===== config.mk =====
export PLATFORM = sky130hd
export DESIGN_NAME = ddr2_burst_interrupt_precharge
export DESIGN_NICKNAME = d
export VERILOG_FILES = /design/src/ddr2_core_pkg.sv /design/src/bank_timer.sv /design/src/ddr2_burst_interrupt_precharge.sv
export VERILOG_INCLUDE_DIRS = /design/src
export SDC_FILE = /design/constraint.sdc
export NUM_CORES = 1
export LEC_CHECK = 0
export BUFFER_PORTS_ARGS = -buffer_cell sky130_fd_sc_hd__buf_2
export CAP_MARGIN = 10
export CELL_PAD_IN_SITES_DETAIL_PLACEMENT = 0
export CELL_PAD_IN_SITES_GLOBAL_PLACEMENT = 2
export CORE_ASPECT_RATIO = 1.5
export CORE_MARGIN = 4
export CORE_UTILIZATION = 30
export DETAILED_ROUTE_END_ITERATION = 8
export PLACE_DENSITY_LB_ADDON = 0.25
export SLEW_MARGIN = 15
export SYNTH_ARGS = -nofsm -noshare
export SYNTH_HDL_FRONTEND = slang
export SYNTH_SLANG_ARGS = --single-unit

===== constraint.sdc =====
create_clock -name clk -period 4.1 [get_ports clk]
set_input_delay 1.23 -clock clk [delete_from_list [all_inputs] [get_ports clk]]
set_output_delay 1.23 -clock clk [all_outputs]
set_load 0.005 [all_outputs]

===== src/ddr2_core_defs.svh =====
`ifndef DDR2_CORE_DEFS_SVH
`define DDR2_CORE_DEFS_SVH

`define CLK_PERIOD_NS            100
`define MIN_ROW_ACTIVE_TIME_NS   45
`define ROW_PRECHARGE_TIME_NS    15
`define READ_TO_PRECHARGE_TIME_NS 8
`define WRITE_RECOVERY_TIME_NS   15
`define MIN_ROW_ACTIVE_CYC       ((`MIN_ROW_ACTIVE_TIME_NS + `CLK_PERIOD_NS - 1) / `CLK_PERIOD_NS)
`define ROW_PRECHARGE_CYC        ((`ROW_PRECHARGE_TIME_NS + `CLK_PERIOD_NS - 1) / `CLK_PERIOD_NS)
`define READ_TO_PRECHARGE_CYC    ((`READ_TO_PRECHARGE_TIME_NS + `CLK_PERIOD_NS - 1) / `CLK_PERIOD_NS)
`define WRITE_RECOVERY_CYC       ((`WRITE_RECOVERY_TIME_NS + `CLK_PERIOD_NS - 1) / `CLK_PERIOD_NS)

`define PRECHARGE_SELECT_POS     10
`define MODE_BL_LSB              0
`define MODE_BL_MSB              2
`define MODE_BURST_TYPE_POS      3
`define MODE_CL_LSB              4
`define MODE_CL_MSB              6
`define MODE_WR_LSB              9
`define MODE_WR_MSB              11
`define EXT_AL_LSB               3
`define EXT_AL_MSB               5
`define MODE_BL_CODE_FOUR        3'h2
`define MODE_BL_CODE_EIGHT       3'h3
`define MODE_BANK_CODE           2'h0
`define EXT_MODE_BANK_CODE       2'h1

`define RESET_BURST_EIGHT        1'h0
`define RESET_BURST_INTERLEAVE   1'h0
`define RESET_COLUMN_LATENCY     3'h3
`define RESET_ADDITIVE_LATENCY   3'h0
`define RESET_WRITE_RECOVERY     3'h2
`define BURST_INTERRUPT_GAP      8'h02
`define CNT_W                    8

`endif


===== src/ddr2_core_pkg.sv =====
package ddr2_core_pkg;

  typedef struct packed {
    logic        cs_b;
    logic        ras_b;
    logic        cas_b;
    logic        we_b;
    logic        bank_select_high;
    logic        bank_select_low;
    logic [13:0] addr;
  } cmd_s;

  typedef struct packed {
    logic       burst_eight;
    logic       burst_interleave;
    logic [2:0] column_latency;
    logic [2:0] additive_latency;
    logic [2:0] write_recovery;
  } mode_s;

  typedef enum logic [2:0] {
    BURST_IDLE  = 3'h1,
    BURST_READ  = 3'h2,
    BURST_WRITE = 3'h4
  } burst_state_e;

endpackage


===== src/bank_timer.sv =====
`timescale 1ns/10ps
`include "ddr2_core_defs.svh"

module bank_timer #(
  parameter int CNT_W    = `CNT_W,
  parameter int MIN_ROW_ACTIVE_TIME_CYC = `MIN_ROW_ACTIVE_CYC,
  parameter int TRP_CYC  = `ROW_PRECHARGE_CYC
) (
  input  wire logic             clk,
  input  wire logic             rst_b,
  input  wire logic             act,
  input  wire logic             rd,
  input  wire logic             wr,
  input  wire logic             pre,
  input  wire logic             auto_pre,
  input  wire logic [CNT_W-1:0] rd_ap_delay,
  input  wire logic [CNT_W-1:0] rtp_delay,
  input  wire logic [CNT_W-1:0] wr_ap_delay,
  output logic                  open_reg,
  output logic                  precharging,
  output logic                  ap_armed_reg,
  output logic                  recovering
);
  localparam logic [CNT_W-1:0] MIN_ROW_ACTIVE_TIME_LOAD = CNT_W'(MIN_ROW_ACTIVE_TIME_CYC);
  localparam logic [CNT_W-1:0] TRP_LOAD  = CNT_W'(TRP_CYC);

  logic [CNT_W-1:0] min_row_active_time_cnt_reg;
  logic [CNT_W-1:0] trp_cnt_reg;
  logic [CNT_W-1:0] ap_cnt_reg;
  logic [CNT_W-1:0] rtp_cnt_reg;
  logic [CNT_W-1:0] wrec_cnt_reg;
  logic             pend_reg;
  logic             fire;

  assign fire = open_reg && (min_row_active_time_cnt_reg == '0) &&
                (pend_reg || pre || (ap_armed_reg && ap_cnt_reg == '0 && rtp_cnt_reg == '0));
  assign precharging = (trp_cnt_reg != '0);
  assign recovering  = (wrec_cnt_reg != '0);

  always_ff @(posedge clk or negedge rst_b) begin
    if (!rst_b) begin
      open_reg     <= 1'b0;
      min_row_active_time_cnt_reg <= '0;
    end else if (act) begin
      open_reg     <= 1'b1;
      min_row_active_time_cnt_reg <= MIN_ROW_ACTIVE_TIME_LOAD;
    end else begin
      if (fire) begin
        open_reg <= 1'b0;
      end
      if (min_row_active_time_cnt_reg != '0) begin
        min_row_active_time_cnt_reg <= min_row_active_time_cnt_reg - 1'b1;
      end
    end
  end

  always_ff @(posedge clk or negedge rst_b) begin
    if (!rst_b) begin
      trp_cnt_reg <= '0;
    end else if (fire) begin
      trp_cnt_reg <= TRP_LOAD;
    end else if (trp_cnt_reg != '0) begin
      trp_cnt_reg <= trp_cnt_reg - 1'b1;
    end
  end

  always_ff @(posedge clk or negedge rst_b) begin
    if (!rst_b) begin
      pend_reg <= 1'b0;
    end else if (fire || act) begin
      pend_reg <= 1'b0;
    end else if (pre && open_reg) begin
      pend_reg <= 1'b1;
    end
  end

  always_ff @(posedge clk or negedge rst_b) begin
    if (!rst_b) begin
      ap_armed_reg <= 1'b0;
      ap_cnt_reg   <= '0;
      rtp_cnt_reg  <= '0;
    end else if ((rd || wr) && auto_pre) begin
      ap_armed_reg <= 1'b1;
      ap_cnt_reg   <= rd ? rd_ap_delay : wr_ap_delay;
      rtp_cnt_reg  <= rd ? rtp_delay : '0;
    end else begin
      if (fire || act) begin
        ap_armed_reg <= 1'b0;
      end
      if (ap_cnt_reg != '0) begin
        ap_cnt_reg <= ap_cnt_reg - 1'b1;
      end
      if (rtp_cnt_reg != '0) begin
        rtp_cnt_reg <= rtp_cnt_reg - 1'b1;
      end
    end
  end

  always_ff @(posedge clk or negedge rst_b) begin
    if (!rst_b) begin
      wrec_cnt_reg <= '0;
    end else if (wr) begin
      wrec_cnt_reg <= wr_ap_delay;
    end else if (wrec_cnt_reg != '0) begin
      wrec_cnt_reg <= wrec_cnt_reg - 1'b1;
    end
  end

endmodule


===== src/ddr2_burst_interrupt_precharge.sv =====
`timescale 1ns/10ps
`include "ddr2_core_defs.svh"

module ddr2_burst_interrupt_precharge #(
  parameter int BANKS    = 4,
  parameter int CNT_W    = `CNT_W,
  parameter int MIN_ROW_ACTIVE_TIME_CYC = `MIN_ROW_ACTIVE_CYC,
  parameter int TRP_CYC  = `ROW_PRECHARGE_CYC,
  parameter int READ_TO_PRECHARGE_TIME_CYC = `READ_TO_PRECHARGE_CYC,
  parameter int TWR_CYC  = `WRITE_RECOVERY_CYC
) (
  input  wire logic                 clk,
  input  wire logic                 rst_b,
  input  ddr2_core_pkg::cmd_s       cmd,
  output ddr2_core_pkg::mode_s      mode_reg,
  output logic [3:0]                read_latency_reg,
  output logic [3:0]                write_latency_reg,
  output logic [BANKS-1:0]          bank_open_reg,
  output logic [BANKS-1:0]          bank_precharging_reg,
  output logic                      read_burst_reg,
  output logic                      write_burst_reg,
  output logic                      burst_interrupted_reg,
  output logic                      command_violation_reg
);
  localparam logic [CNT_W-1:0] READ_TO_PRECHARGE_TIME_LOAD = CNT_W'(READ_TO_PRECHARGE_TIME_CYC);
  localparam logic [CNT_W-1:0] TWR_LOAD  = CNT_W'(TWR_CYC);

  logic                  cmd_sel;
  logic                  is_act;
  logic                  is_rd;
  logic                  is_wr;
  logic                  is_pre;
  logic                  is_mrs;
  logic                  precharge_select_bit;
  logic [1:0]            bank_idx;
  logic [BANKS-1:0]      bank_hit;
  logic [BANKS-1:0]      act_v;
  logic [BANKS-1:0]      rd_v;
  logic [BANKS-1:0]      wr_v;
  logic [BANKS-1:0]      pre_v;
  logic [BANKS-1:0]      open_v;
  logic [BANKS-1:0]      prech_v;
  logic [BANKS-1:0]      armed_v;
  logic [BANKS-1:0]      recov_v;
  logic [CNT_W-1:0]      half_bl;
  logic [CNT_W-1:0]      al_cnt;
  logic [CNT_W-1:0]      wl_cnt;
  logic [CNT_W-1:0]      rd_ap_delay;
  logic [CNT_W-1:0]      rtp_delay;
  logic [CNT_W-1:0]      wr_ap_delay;
  logic [CNT_W-1:0]      burst_cnt_reg;
  logic [CNT_W-1:0]      since_cmd_reg;
  logic                  burst_ap_reg;
  logic                  violation;
  logic                  burst_live;
  ddr2_core_pkg::burst_state_e burst_state_reg;
  ddr2_core_pkg::burst_state_e burst_state_next;

  assign cmd_sel = !cmd.cs_b;
  assign is_act  = cmd_sel && !cmd.ras_b &&  cmd.cas_b &&  cmd.we_b;
  assign is_rd   = cmd_sel &&  cmd.ras_b && !cmd.cas_b &&  cmd.we_b;
  assign is_wr   = cmd_sel &&  cmd.ras_b && !cmd.cas_b && !cmd.we_b;
  assign is_pre  = cmd_sel && !cmd.ras_b &&  cmd.cas_b && !cmd.we_b;
  assign is_mrs  = cmd_sel && !cmd.ras_b && !cmd.cas_b && !cmd.we_b;
  assign precharge_select_bit = cmd.addr[`PRECHARGE_SELECT_POS];
  assign bank_idx = {cmd.bank_select_high, cmd.bank_select_low};

  always_comb begin
    bank_hit = '0;
    bank_hit[bank_idx] = 1'b1;
    pre_v = is_pre ? (precharge_select_bit ? {BANKS{1'b1}} : bank_hit) : '0;
  end
  // any bank may be the target
  assign act_v = is_act ? bank_hit : '0;
  assign rd_v  = is_rd  ? bank_hit : '0;
  assign wr_v  = is_wr  ? bank_hit : '0;

  // delays from the programmed burst length
  assign half_bl = mode_reg.burst_eight ? CNT_W'(4) : CNT_W'(2);
  assign al_cnt  = CNT_W'(mode_reg.additive_latency);
  assign wl_cnt  = CNT_W'(write_latency_reg);
  // second prefetch at two clocks for burst eight
  assign rd_ap_delay = al_cnt + half_bl;
  assign rtp_delay = al_cnt + (mode_reg.burst_eight ? CNT_W'(2) : CNT_W'(0)) + READ_TO_PRECHARGE_TIME_LOAD;
  assign wr_ap_delay = wl_cnt + half_bl + TWR_LOAD + CNT_W'(mode_reg.write_recovery) - CNT_W'(1);

  genvar b;
  generate
    for (b = 0; b < BANKS; b++) begin : g_bank
      bank_timer #(
        .CNT_W    (CNT_W),
        .MIN_ROW_ACTIVE_TIME_CYC (MIN_ROW_ACTIVE_TIME_CYC),
        .TRP_CYC  (TRP_CYC)
      ) u_bank (
        .clk          (clk),
        .rst_b        (rst_b),
        .act          (act_v[b]),
        .rd           (rd_v[b]),
        .wr           (wr_v[b]),
        .pre          (pre_v[b]),
        .auto_pre     (precharge_select_bit),
        .rd_ap_delay  (rd_ap_delay),
        .rtp_delay    (rtp_delay),
        .wr_ap_delay  (wr_ap_delay),
        .open_reg     (open_v[b]),
        .precharging  (prech_v[b]),
        .ap_armed_reg (armed_v[b]),
        .recovering   (recov_v[b])
      );
    end
  endgenerate

  // mode register fields
  // one process owns the whole struct so no field has two writers
  always_ff @(posedge clk or negedge rst_b) begin
    if (!rst_b) begin
      mode_reg.burst_eight      <= `RESET_BURST_EIGHT;
      mode_reg.burst_interleave <= `RESET_BURST_INTERLEAVE;
      mode_reg.column_latency   <= `RESET_COLUMN_LATENCY;
      mode_reg.write_recovery   <= `RESET_WRITE_RECOVERY;
      mode_reg.additive_latency <= `RESET_ADDITIVE_LATENCY;
    end else if (is_mrs && bank_idx == `MODE_BANK_CODE) begin
      mode_reg.burst_eight      <= (cmd.addr[`MODE_BL_MSB:`MODE_BL_LSB] == `MODE_BL_CODE_EIGHT);
      mode_reg.burst_interleave <= cmd.addr[`MODE_BURST_TYPE_POS];
      mode_reg.column_latency   <= cmd.addr[`MODE_CL_MSB:`MODE_CL_LSB];
      mode_reg.write_recovery   <= cmd.addr[`MODE_WR_MSB:`MODE_WR_LSB];
    end else if (is_mrs && bank_idx == `EXT_MODE_BANK_CODE) begin
      mode_reg.additive_latency <= cmd.addr[`EXT_AL_MSB:`EXT_AL_LSB];
    end
  end

  always_ff @(posedge clk or negedge rst_b) begin
    if (!rst_b) begin
      read_latency_reg  <= 4'h3;
      write_latency_reg <= 4'h2;
    end else begin
      read_latency_reg  <= 4'(mode_reg.additive_latency) + 4'(mode_reg.column_latency);
      write_latency_reg <= 4'(mode_reg.additive_latency) + 4'(mode_reg.column_latency) - 4'h1;
    end
  end

  always_ff @(posedge clk or negedge rst_b) begin
    if (!rst_b) begin
      bank_open_reg        <= '0;
      bank_precharging_reg <= '0;
    end else begin
      bank_open_reg        <= open_v;
      bank_precharging_reg <= prech_v;
    end
  end

  always_comb begin
    burst_state_next = burst_state_reg;
    if (is_rd) begin
      burst_state_next = ddr2_core_pkg::BURST_READ;
    end else if (is_wr) begin
      burst_state_next = ddr2_core_pkg::BURST_WRITE;
    end else if (burst_cnt_reg <= CNT_W'(1)) begin
      burst_state_next = ddr2_core_pkg::BURST_IDLE;
    end
  end

  always_ff @(posedge clk or negedge rst_b) begin
    if (!rst_b) begin
      burst_state_reg <= ddr2_core_pkg::BURST_IDLE;
      burst_cnt_reg   <= '0;
      since_cmd_reg   <= '0;
      burst_ap_reg    <= 1'b0;
    end else begin
      burst_state_reg <= burst_state_next;
      if (is_rd || is_wr) begin
        burst_cnt_reg <= half_bl;
        since_cmd_reg <= CNT_W'(1);
        burst_ap_reg  <= precharge_select_bit;
      end else begin
        if (burst_cnt_reg != '0) begin
          burst_cnt_reg <= burst_cnt_reg - 1'b1;
        end
        if (since_cmd_reg != '1) begin
          since_cmd_reg <= since_cmd_reg + 1'b1;
        end
      end
    end
  end

  // the slot BL/2 clocks after a command is seamless, not an interruption
  assign burst_live = (burst_cnt_reg > CNT_W'(1));

  // a flagged command is still executed; the flag only reports controller misuse
  always_comb begin
    violation = 1'b0;
    if (burst_live) begin
      unique case (burst_state_reg)
        ddr2_core_pkg::BURST_IDLE: begin
          violation = 1'b0;
        end
        ddr2_core_pkg::BURST_READ: begin
          // read burst cut only by read
          if (is_wr || is_pre) violation = 1'b1;
          if (is_rd && !mode_reg.burst_eight) violation = 1'b1;
          if (is_rd && since_cmd_reg != `BURST_INTERRUPT_GAP) violation = 1'b1;
          if (is_rd && burst_ap_reg) violation = 1'b1;
        end
        ddr2_core_pkg::BURST_WRITE: begin
          // write burst cut only by write
          if (is_rd || is_pre) violation = 1'b1;
          if (is_wr && !mode_reg.burst_eight) violation = 1'b1;
          if (is_wr && since_cmd_reg != `BURST_INTERRUPT_GAP) violation = 1'b1;
          if (is_wr && burst_ap_reg) violation = 1'b1;
        end
      endcase
    end
    if (|(pre_v & recov_v)) violation = 1'b1;
    if (|(act_v & (open_v | prech_v))) violation = 1'b1;
    // command to bank with pending auto-precharge
    if (|((act_v | rd_v | wr_v) & armed_v)) violation = 1'b1;
  end

  always_ff @(posedge clk or negedge rst_b) begin
    if (!rst_b) begin
      read_burst_reg        <= 1'b0;
      write_burst_reg       <= 1'b0;
      burst_interrupted_reg <= 1'b0;
      command_violation_reg <= 1'b0;
    end else begin
      read_burst_reg        <= (burst_state_next == ddr2_core_pkg::BURST_READ);
      write_burst_reg       <= (burst_state_next == ddr2_core_pkg::BURST_WRITE);
      burst_interrupted_reg <= burst_live &&
                               ((is_rd && burst_state_reg == ddr2_core_pkg::BURST_READ) ||
                                (is_wr && burst_state_reg == ddr2_core_pkg::BURST_WRITE));
      command_violation_reg <= violation;
    end
  end

endmodule


== Word-level counts from Yosys, hierarchy flattened ==
Cells that the tools add are included.

* Bitwise gates (word level): 7
* Reductions and logical operators: 143
* Mux-type cells: 101
* Add/subtract/negate cells: 31
* Eq/ne operators: 9
* Magnitude comparators: 4

{| class="wikitable"
|+ Operators by type and width
! kind !! count
|-
| two-way mux 8 bit || 48
|-
| nonzero test 8 bit || 21
|-
| subtractor 8 x 1 -> 8 bit (second input constant) || 21
|-
| zero test 8 bit || 12
|-
| nonzero test 2 bit || 34
|-
| logical AND 1 bit || 46
|-
| two-way mux 1 bit || 37
|-
| logical OR 1 bit || 20
|-
| two-way mux 4 bit || 5
|-
| two-way mux 5 bit || 4
|-
| AND 4 bit || 3
|-
| two-way mux 3 bit || 4
|-
| bitwise OR 4 bit || 3
|-
| OR reduction 4 bit || 3
|-
| equality test 3 x 2 -> 1 bit (second input constant) || 3
|-
| adder 3 x 3 -> 4 bit || 2
|-
| adder 8 x 1 -> 8 bit (second input constant) || 1
|-
| greater-than comparator 8 x 1 -> 1 bit (second input constant) || 1
|-
| <= comparator 8 x 1 -> 1 bit (second input constant) || 1
|-
| inequality test 8 x 2 -> 1 bit (second input constant) || 1
|-
| inequality test 8 bit (second input constant) || 1
|-
| subtractor 7 x 1 -> 8 bit (second input constant) || 1
|-
| adder 6 x 3 -> 7 bit || 1
|-
| adder 5 x 1 -> 6 bit (second input constant) || 1
|-
| 16 further kinds || 21
|}

* Logic and storage cells: 344
* Bits of input ports: 22
* Output and inout bits: 31
* Flip-flop bits (word level): 223

== Logic depth before layout (Yosys ltp) ==
* Depth after elaboration: 14
* Depth in mapped cells: 9
* Depth with buffers taken out: 8

== Modules after synthesis ==
A second synthesis with hierarchy kept.

* Cells, all modules: 1360
* Area, all modules: 13117.6 um^2

{| class="wikitable"
|+ By module, submodules not included
! module !! cells each !! sequential area each (um^2) !! area each (um^2) !! instances
|-
| bank_timer || 275 || 1076.0 || 2583.7 || 4
|-
| ddr2_burst_interrupt_precharge || 260 || 1285.0 || 2782.7 || 1
|}

== Worst setup path after synthesis ==
No wires, ideal clock.

* Kind: input-to-reg
* Start: in cmd[14] in the netlist's numbering
* End: reg g_bank[2].u_bank.trp_cnt_reg[1]
* Data required time: 4005 ps
* Path slack: 1278 ps
* Path buffers: 2
* Arrival time: 2727 ps
* Setup time: 95 ps
* Stages: 7
* Cells stage by stage: clkbuf_1 > and2b_2 > o21a_1 > a311o_1 > and3_1 > clkbuf_1 > a211oi_1

* Longest elaborated chain between the ends: 10
* Elaborated cells between the ends (all ways): 12
* Those cells by class: 2 x order compare; 5 x mux; 5 x reduce/logical

{| class="wikitable"
|+ RTL lines
! what !! line !! text
|-
| from (decl) || ddr2_burst_interrupt_precharge.sv:14 || <nowiki>input ddr2_core_pkg::cmd_s cmd,</nowiki>
|-
| less-than comparator 2 x 3 -> 1 bit (not written as such) / greater-or-equal comparator 2 x 1 -> 1 bit (equally long branches) || ddr2_burst_interrupt_precharge.sv:70 || <nowiki>bank_hit[bank_idx] = 1'b1;</nowiki>
|-
| logical AND 1 bit (not written as such) || ddr2_burst_interrupt_precharge.sv:70 ||
|-
| two-way mux 1 bit (not written as such) || ddr2_burst_interrupt_precharge.sv:70 ||
|-
| demux 1 bit (select 2 bit) (*) || ddr2_burst_interrupt_precharge.sv:70 ||
|-
| two-way mux 4 bit (*) (2 in series) || ddr2_burst_interrupt_precharge.sv:71 || <nowiki>pre_v = is_pre ? (precharge_select_bit ? {BANKS{1'b1}} : bank_hit) : '0;</nowiki>
|-
| logical OR 1 bit (*) (2 in series) || bank_timer.sv:36 || <nowiki>(pend_reg || pre || (ap_armed_reg && ap_cnt_reg == '0 && rtp_cnt_reg == '0));</nowiki>
|-
| logical AND 1 bit (*) || bank_timer.sv:35 || <nowiki>assign fire = open_reg && (min_row_active_time_cnt_reg == '0) &&</nowiki>
|-
| two-way mux 8 bit / nonzero test 2 bit (equally long branches) || n/a ||
|-
| to (signal assigned) || bank_timer.sv:63 || <nowiki>trp_cnt_reg <= trp_cnt_reg - 1'b1;</nowiki>
|-
| to (decl) || bank_timer.sv:28 || <nowiki>logic [CNT_W-1:0] trp_cnt_reg;</nowiki>
|}

Every way passes the cells marked *; elsewhere a longest branch is shown, timed or not.
A chain may end at the register's enable or synchronous reset.

== Worst setup path in the final report ==
* Start: reg g_bank[1].u_bank.rtp_cnt_reg[0]
* End: reg g_bank[1].u_bank.ap_armed_reg

* Longest elaborated chain between the ends: 6

{| class="wikitable"
|+ RTL lines
! what !! line !! text
|-
| from (decl) || bank_timer.sv:30 || <nowiki>logic [CNT_W-1:0] rtp_cnt_reg;</nowiki>
|-
| from (signal assigned) || bank_timer.sv:85 || <nowiki>rtp_cnt_reg <= rd ? rtp_delay : '0;</nowiki>
|-
| from (signal assigned) || bank_timer.sv:94 || <nowiki>rtp_cnt_reg <= rtp_cnt_reg - 1'b1;</nowiki>
|-
| zero test 8 bit || bank_timer.sv:36 ||
|-
| logical AND 1 bit || bank_timer.sv:36 ||
|-
| logical OR 1 bit || bank_timer.sv:36 ||
|-
| logical AND 1 bit || bank_timer.sv:35 ||
|-
| logical OR 1 bit || bank_timer.sv:87 || <nowiki>if (fire || act) begin</nowiki>
|-
| nonzero test 2 bit (no source line) || n/a ||
|-
| to (signal assigned) || bank_timer.sv:79 || <nowiki>ap_armed_reg <= 1'b0;</nowiki>
|-
| to (signal assigned) || bank_timer.sv:83 || <nowiki>ap_armed_reg <= 1'b1;</nowiki>
|-
| to (signal assigned) || bank_timer.sv:88 || <nowiki>ap_armed_reg <= 1'b0;</nowiki>
|-
| to (decl) || bank_timer.sv:21 || <nowiki>output logic ap_armed_reg,</nowiki>
|}

Every way passes these cells.

==> out/summary.txt <==
Hold Path Class -> flip-flop to flip-flop
hold buffers post-CTS -> 0
Chip Width -> 170 µm
DP Wirelength -> 21700 µm
Post-Syn Area -> 11800 µm²
row cnt -> 88
synthesized net count -> 1293
Max Fanout on Critical Path -> 9
share of post-route cells with drive strength above 1 -> 0.118
Slew Viols, Final -> 0
initial antenna violation count -> 2
status -> completed
DRT Wirelength -> 30100 µm
# Post-CTS Setup Buffers -> 0
Synth Flop Type -> dfrtp_1
clk buf depth -> 3
Cells after Synth -> 1227
largest net degree at the start of global routing -> 66
commonest non-fill, non-tap cell in the layout -> dfrtp_1
Placed Cells incl. Taps -> 1760
TNS Setup -> 0 ps
Fin. Hold Viols -> 0
WP data arrival -> 3200 ps
crit path to -> g_bank[1].u_bank.ap_armed_reg
kind of end point of the critical path -> flip-flop
CTS buffer count -> 25
total track usage -> 0.145
core area -> 38600 µm²
GP Congestion -> 0.749
Final ANT Viol Nets -> 0
most frequent cells in the layout -> 216 x dfrtp_1, 178 x nor2_1, 94 x nand2_1, 86 x a21oi_1, 66 x inv_1
post_cts resized -> 0
CP startpoint -> g_bank[1].u_bank.rtp_cnt_reg[0]
DR vias -> 8955
async set or reset register ratio after synthesis -> 1.00
critical path required time -> 4500 ps
worst r2r dst -> g_bank[1].u_bank.ap_armed_reg
Rel. slew slack -> 0.387
DIE HEIGHT -> 251 µm
register area share after synthesis -> 0.474
Worst Tran Pin Value -> 897 ps
Layout area overhead -> 14.2%
CTS tree -> done
TritonRoute pass-1 iters -> 5
CP max-delay cell -> nor2_1
drt wl/cell -> 16.7 µm
Clock Latency Late Sink -> 540 ps
Final period util -> 0.683
Setup violations, final -> 0
RSZ-0062 raised after global routing -> no
CTS Root Cell -> clkbuf_16
Post-Layout Cell Count -> 1806
number of port buffers -> 48
Seq cells post-synth -> 223
Nets -> 1358
Critical Path Source Type -> flip-flop
CP Cell Sequence -> inv_1 > ha_1 > or3b_2 > nor3_2 > a311oi_1 > nor2_1 > o21ai_0
Distinct cells, synth -> 71
# DRC -> 0
Mean Syn Cell Area -> 9.60 µm²
Post-Route Utilization -> 0.348
Max-Cap Viols -> 0
clock-pin slew on the worst setup and hold paths -> 60 ps
power density over the cells -> 734 nW/µm²
Initial Utilization -> 0.305
Final min period -> 2800 ps
critical path type -> flip-flop to flip-flop
worst vdd ir -> 0.000460 V
CTS Sinks -> 223
I/O pin count -> 53
first-pass GRT wire length -> 50500 µm
Synthesis Warnings -> 0
r2r setup slk -> 1300 ps
FF/Latch Area -> 5590 µm²
area taken by multi-input logic gates -> 5800 µm²
worst r2r path cells -> 7
Total Die Area -> 42600 µm²
EDFF count, synth -> 0
Final Skew -> 21.4 ps
Overflow after GRT -> 0
CTS H-tree depth -> 1
crit-path max cell delay -> 550 ps
Initial DRC Count -> 320
vias in the first global route -> 9215
RR Startpoint -> g_bank[1].u_bank.rtp_cnt_reg[0]
number of fill cells -> 3987
vias per cell -> 4.96
Max Fclk -> 0.357 GHz
total leakage power -> 5.68 nW
==> layer usage <==
layer | GRT usage | share of wire | wire [µm]
met2 | 0.259 | 0.52 | 15700
met4 | 0.0400 | 0.021 | 642
met3 | 0.0206 | 0.034 | 1030
met5 | 0 | 0.00043 | 13
met1 | 0.181 | 0.42 | 12800
==> worst max-delay path, delay by kind of cell (launching register included) <==
family / cells / cell delay [ps]
AO/OA/AOI/OAI: 2 / 380
adder cells (fa/ha/maj): 1 / 190
AND/OR/NAND/NOR: 3 / 1600
buffers and inverters: 1 / 90
flip-flops: 1 / 390
==> kinds of logic after synthesis <==
group | after synthesis | share of synthesized area
compound gates | 212 | 0.110
xor+xnor | 87 | 0.0647
fa+ha+maj | 44 | 0.0505
buf+inv | 97 | 0.0337
flops | 223 | 0.474
mux | 41 | 0.0373
simple gates | 523 | 0.230
==> synth_stat cells (7+ instances only) <==
cell type	number	share of area
a21oi_1	86	0.037
nor2_1	178	0.057
o21ai_0	46	0.020
nand3_1	22	0.0093
inv_1	66	0.021
or4_1	15	0.0096
nand2b_1	24	0.013
a211oi_1	20	0.013
mux2i_1	27	0.023
nor2b_1	18	0.0096
dfstp_2	7	0.016
nand2_1	94	0.030
xnor2_1	55	0.041
nor4_1	24	0.013
dfrtp_1	216	0.46
or3_1	13	0.0069
and3_1	7	0.0037
o22ai_1	7	0.0037
clkbuf_1	25	0.0080
nor3b_1	7	0.0045
nor3_1	50	0.021
mux2_2	13	0.012
ha_1	38	0.040
xor2_1	32	0.024
o31ai_1	9	0.0057
nand4_1	10	0.0053
==> worst min path at each step <==
stage                              start                to  slack [ps]  cells after the start
2_1_floorplan  g_bank[3].u_bank.open_reg  bank_open_reg[3]         390                      0
3_3_place_gp   g_bank[3].u_bank.open_reg  bank_open_reg[3]         420                      0
3_5_place_dp   g_bank[3].u_bank.open_reg  bank_open_reg[3]         420                      0
4_1_cts        g_bank[3].u_bank.open_reg  bank_open_reg[3]         430                      0
5_1_grt        g_bank[3].u_bank.open_reg  bank_open_reg[3]         450                      0
6_report       g_bank[3].u_bank.open_reg  bank_open_reg[3]         440                      0
==> layout make-up <==
cell class,count,share of cell area
multi-input combinational,907,0.431
timing repair buffer,69,0.0312
antenna,1,0.000186
inverter,66,0.0184
clock buffer,40,0.0536
sequential,223,0.415
clock inverter,5,0.00418
tap,495,0.0460
==> power by group <==
| group | internal [mW] | switching, mW | total [mW] |
|---|---|---|---|
| combinational | 1.66 | 1.84 | 3.50 |
| clock | 1.26 | 0.921 | 2.19 |
| sequential | 3.22 | 0.968 | 4.19 |
| total | 6.14 | 3.73 | 9.87 |
==> per-stage QoR <==
step / hold slack, ps / cell area [µm²] / total power, mW / worst slack (ps)
3_5_place_dp: 421 / 12700 / 7.79 / 903
5_1_grt: 450 / 13500 / 10.8 / 979
6_report: 436 / 13500 / 9.87 / 1300
2_1_floorplan: 388 / 11800 / 6.67 / 1280
3_3_place_gp: 419 / 12700 / 7.73 / 878
4_1_cts: 434 / 13500 / 10.1 / 1190
No activity file was read; power rests on OpenSTA's default activity.
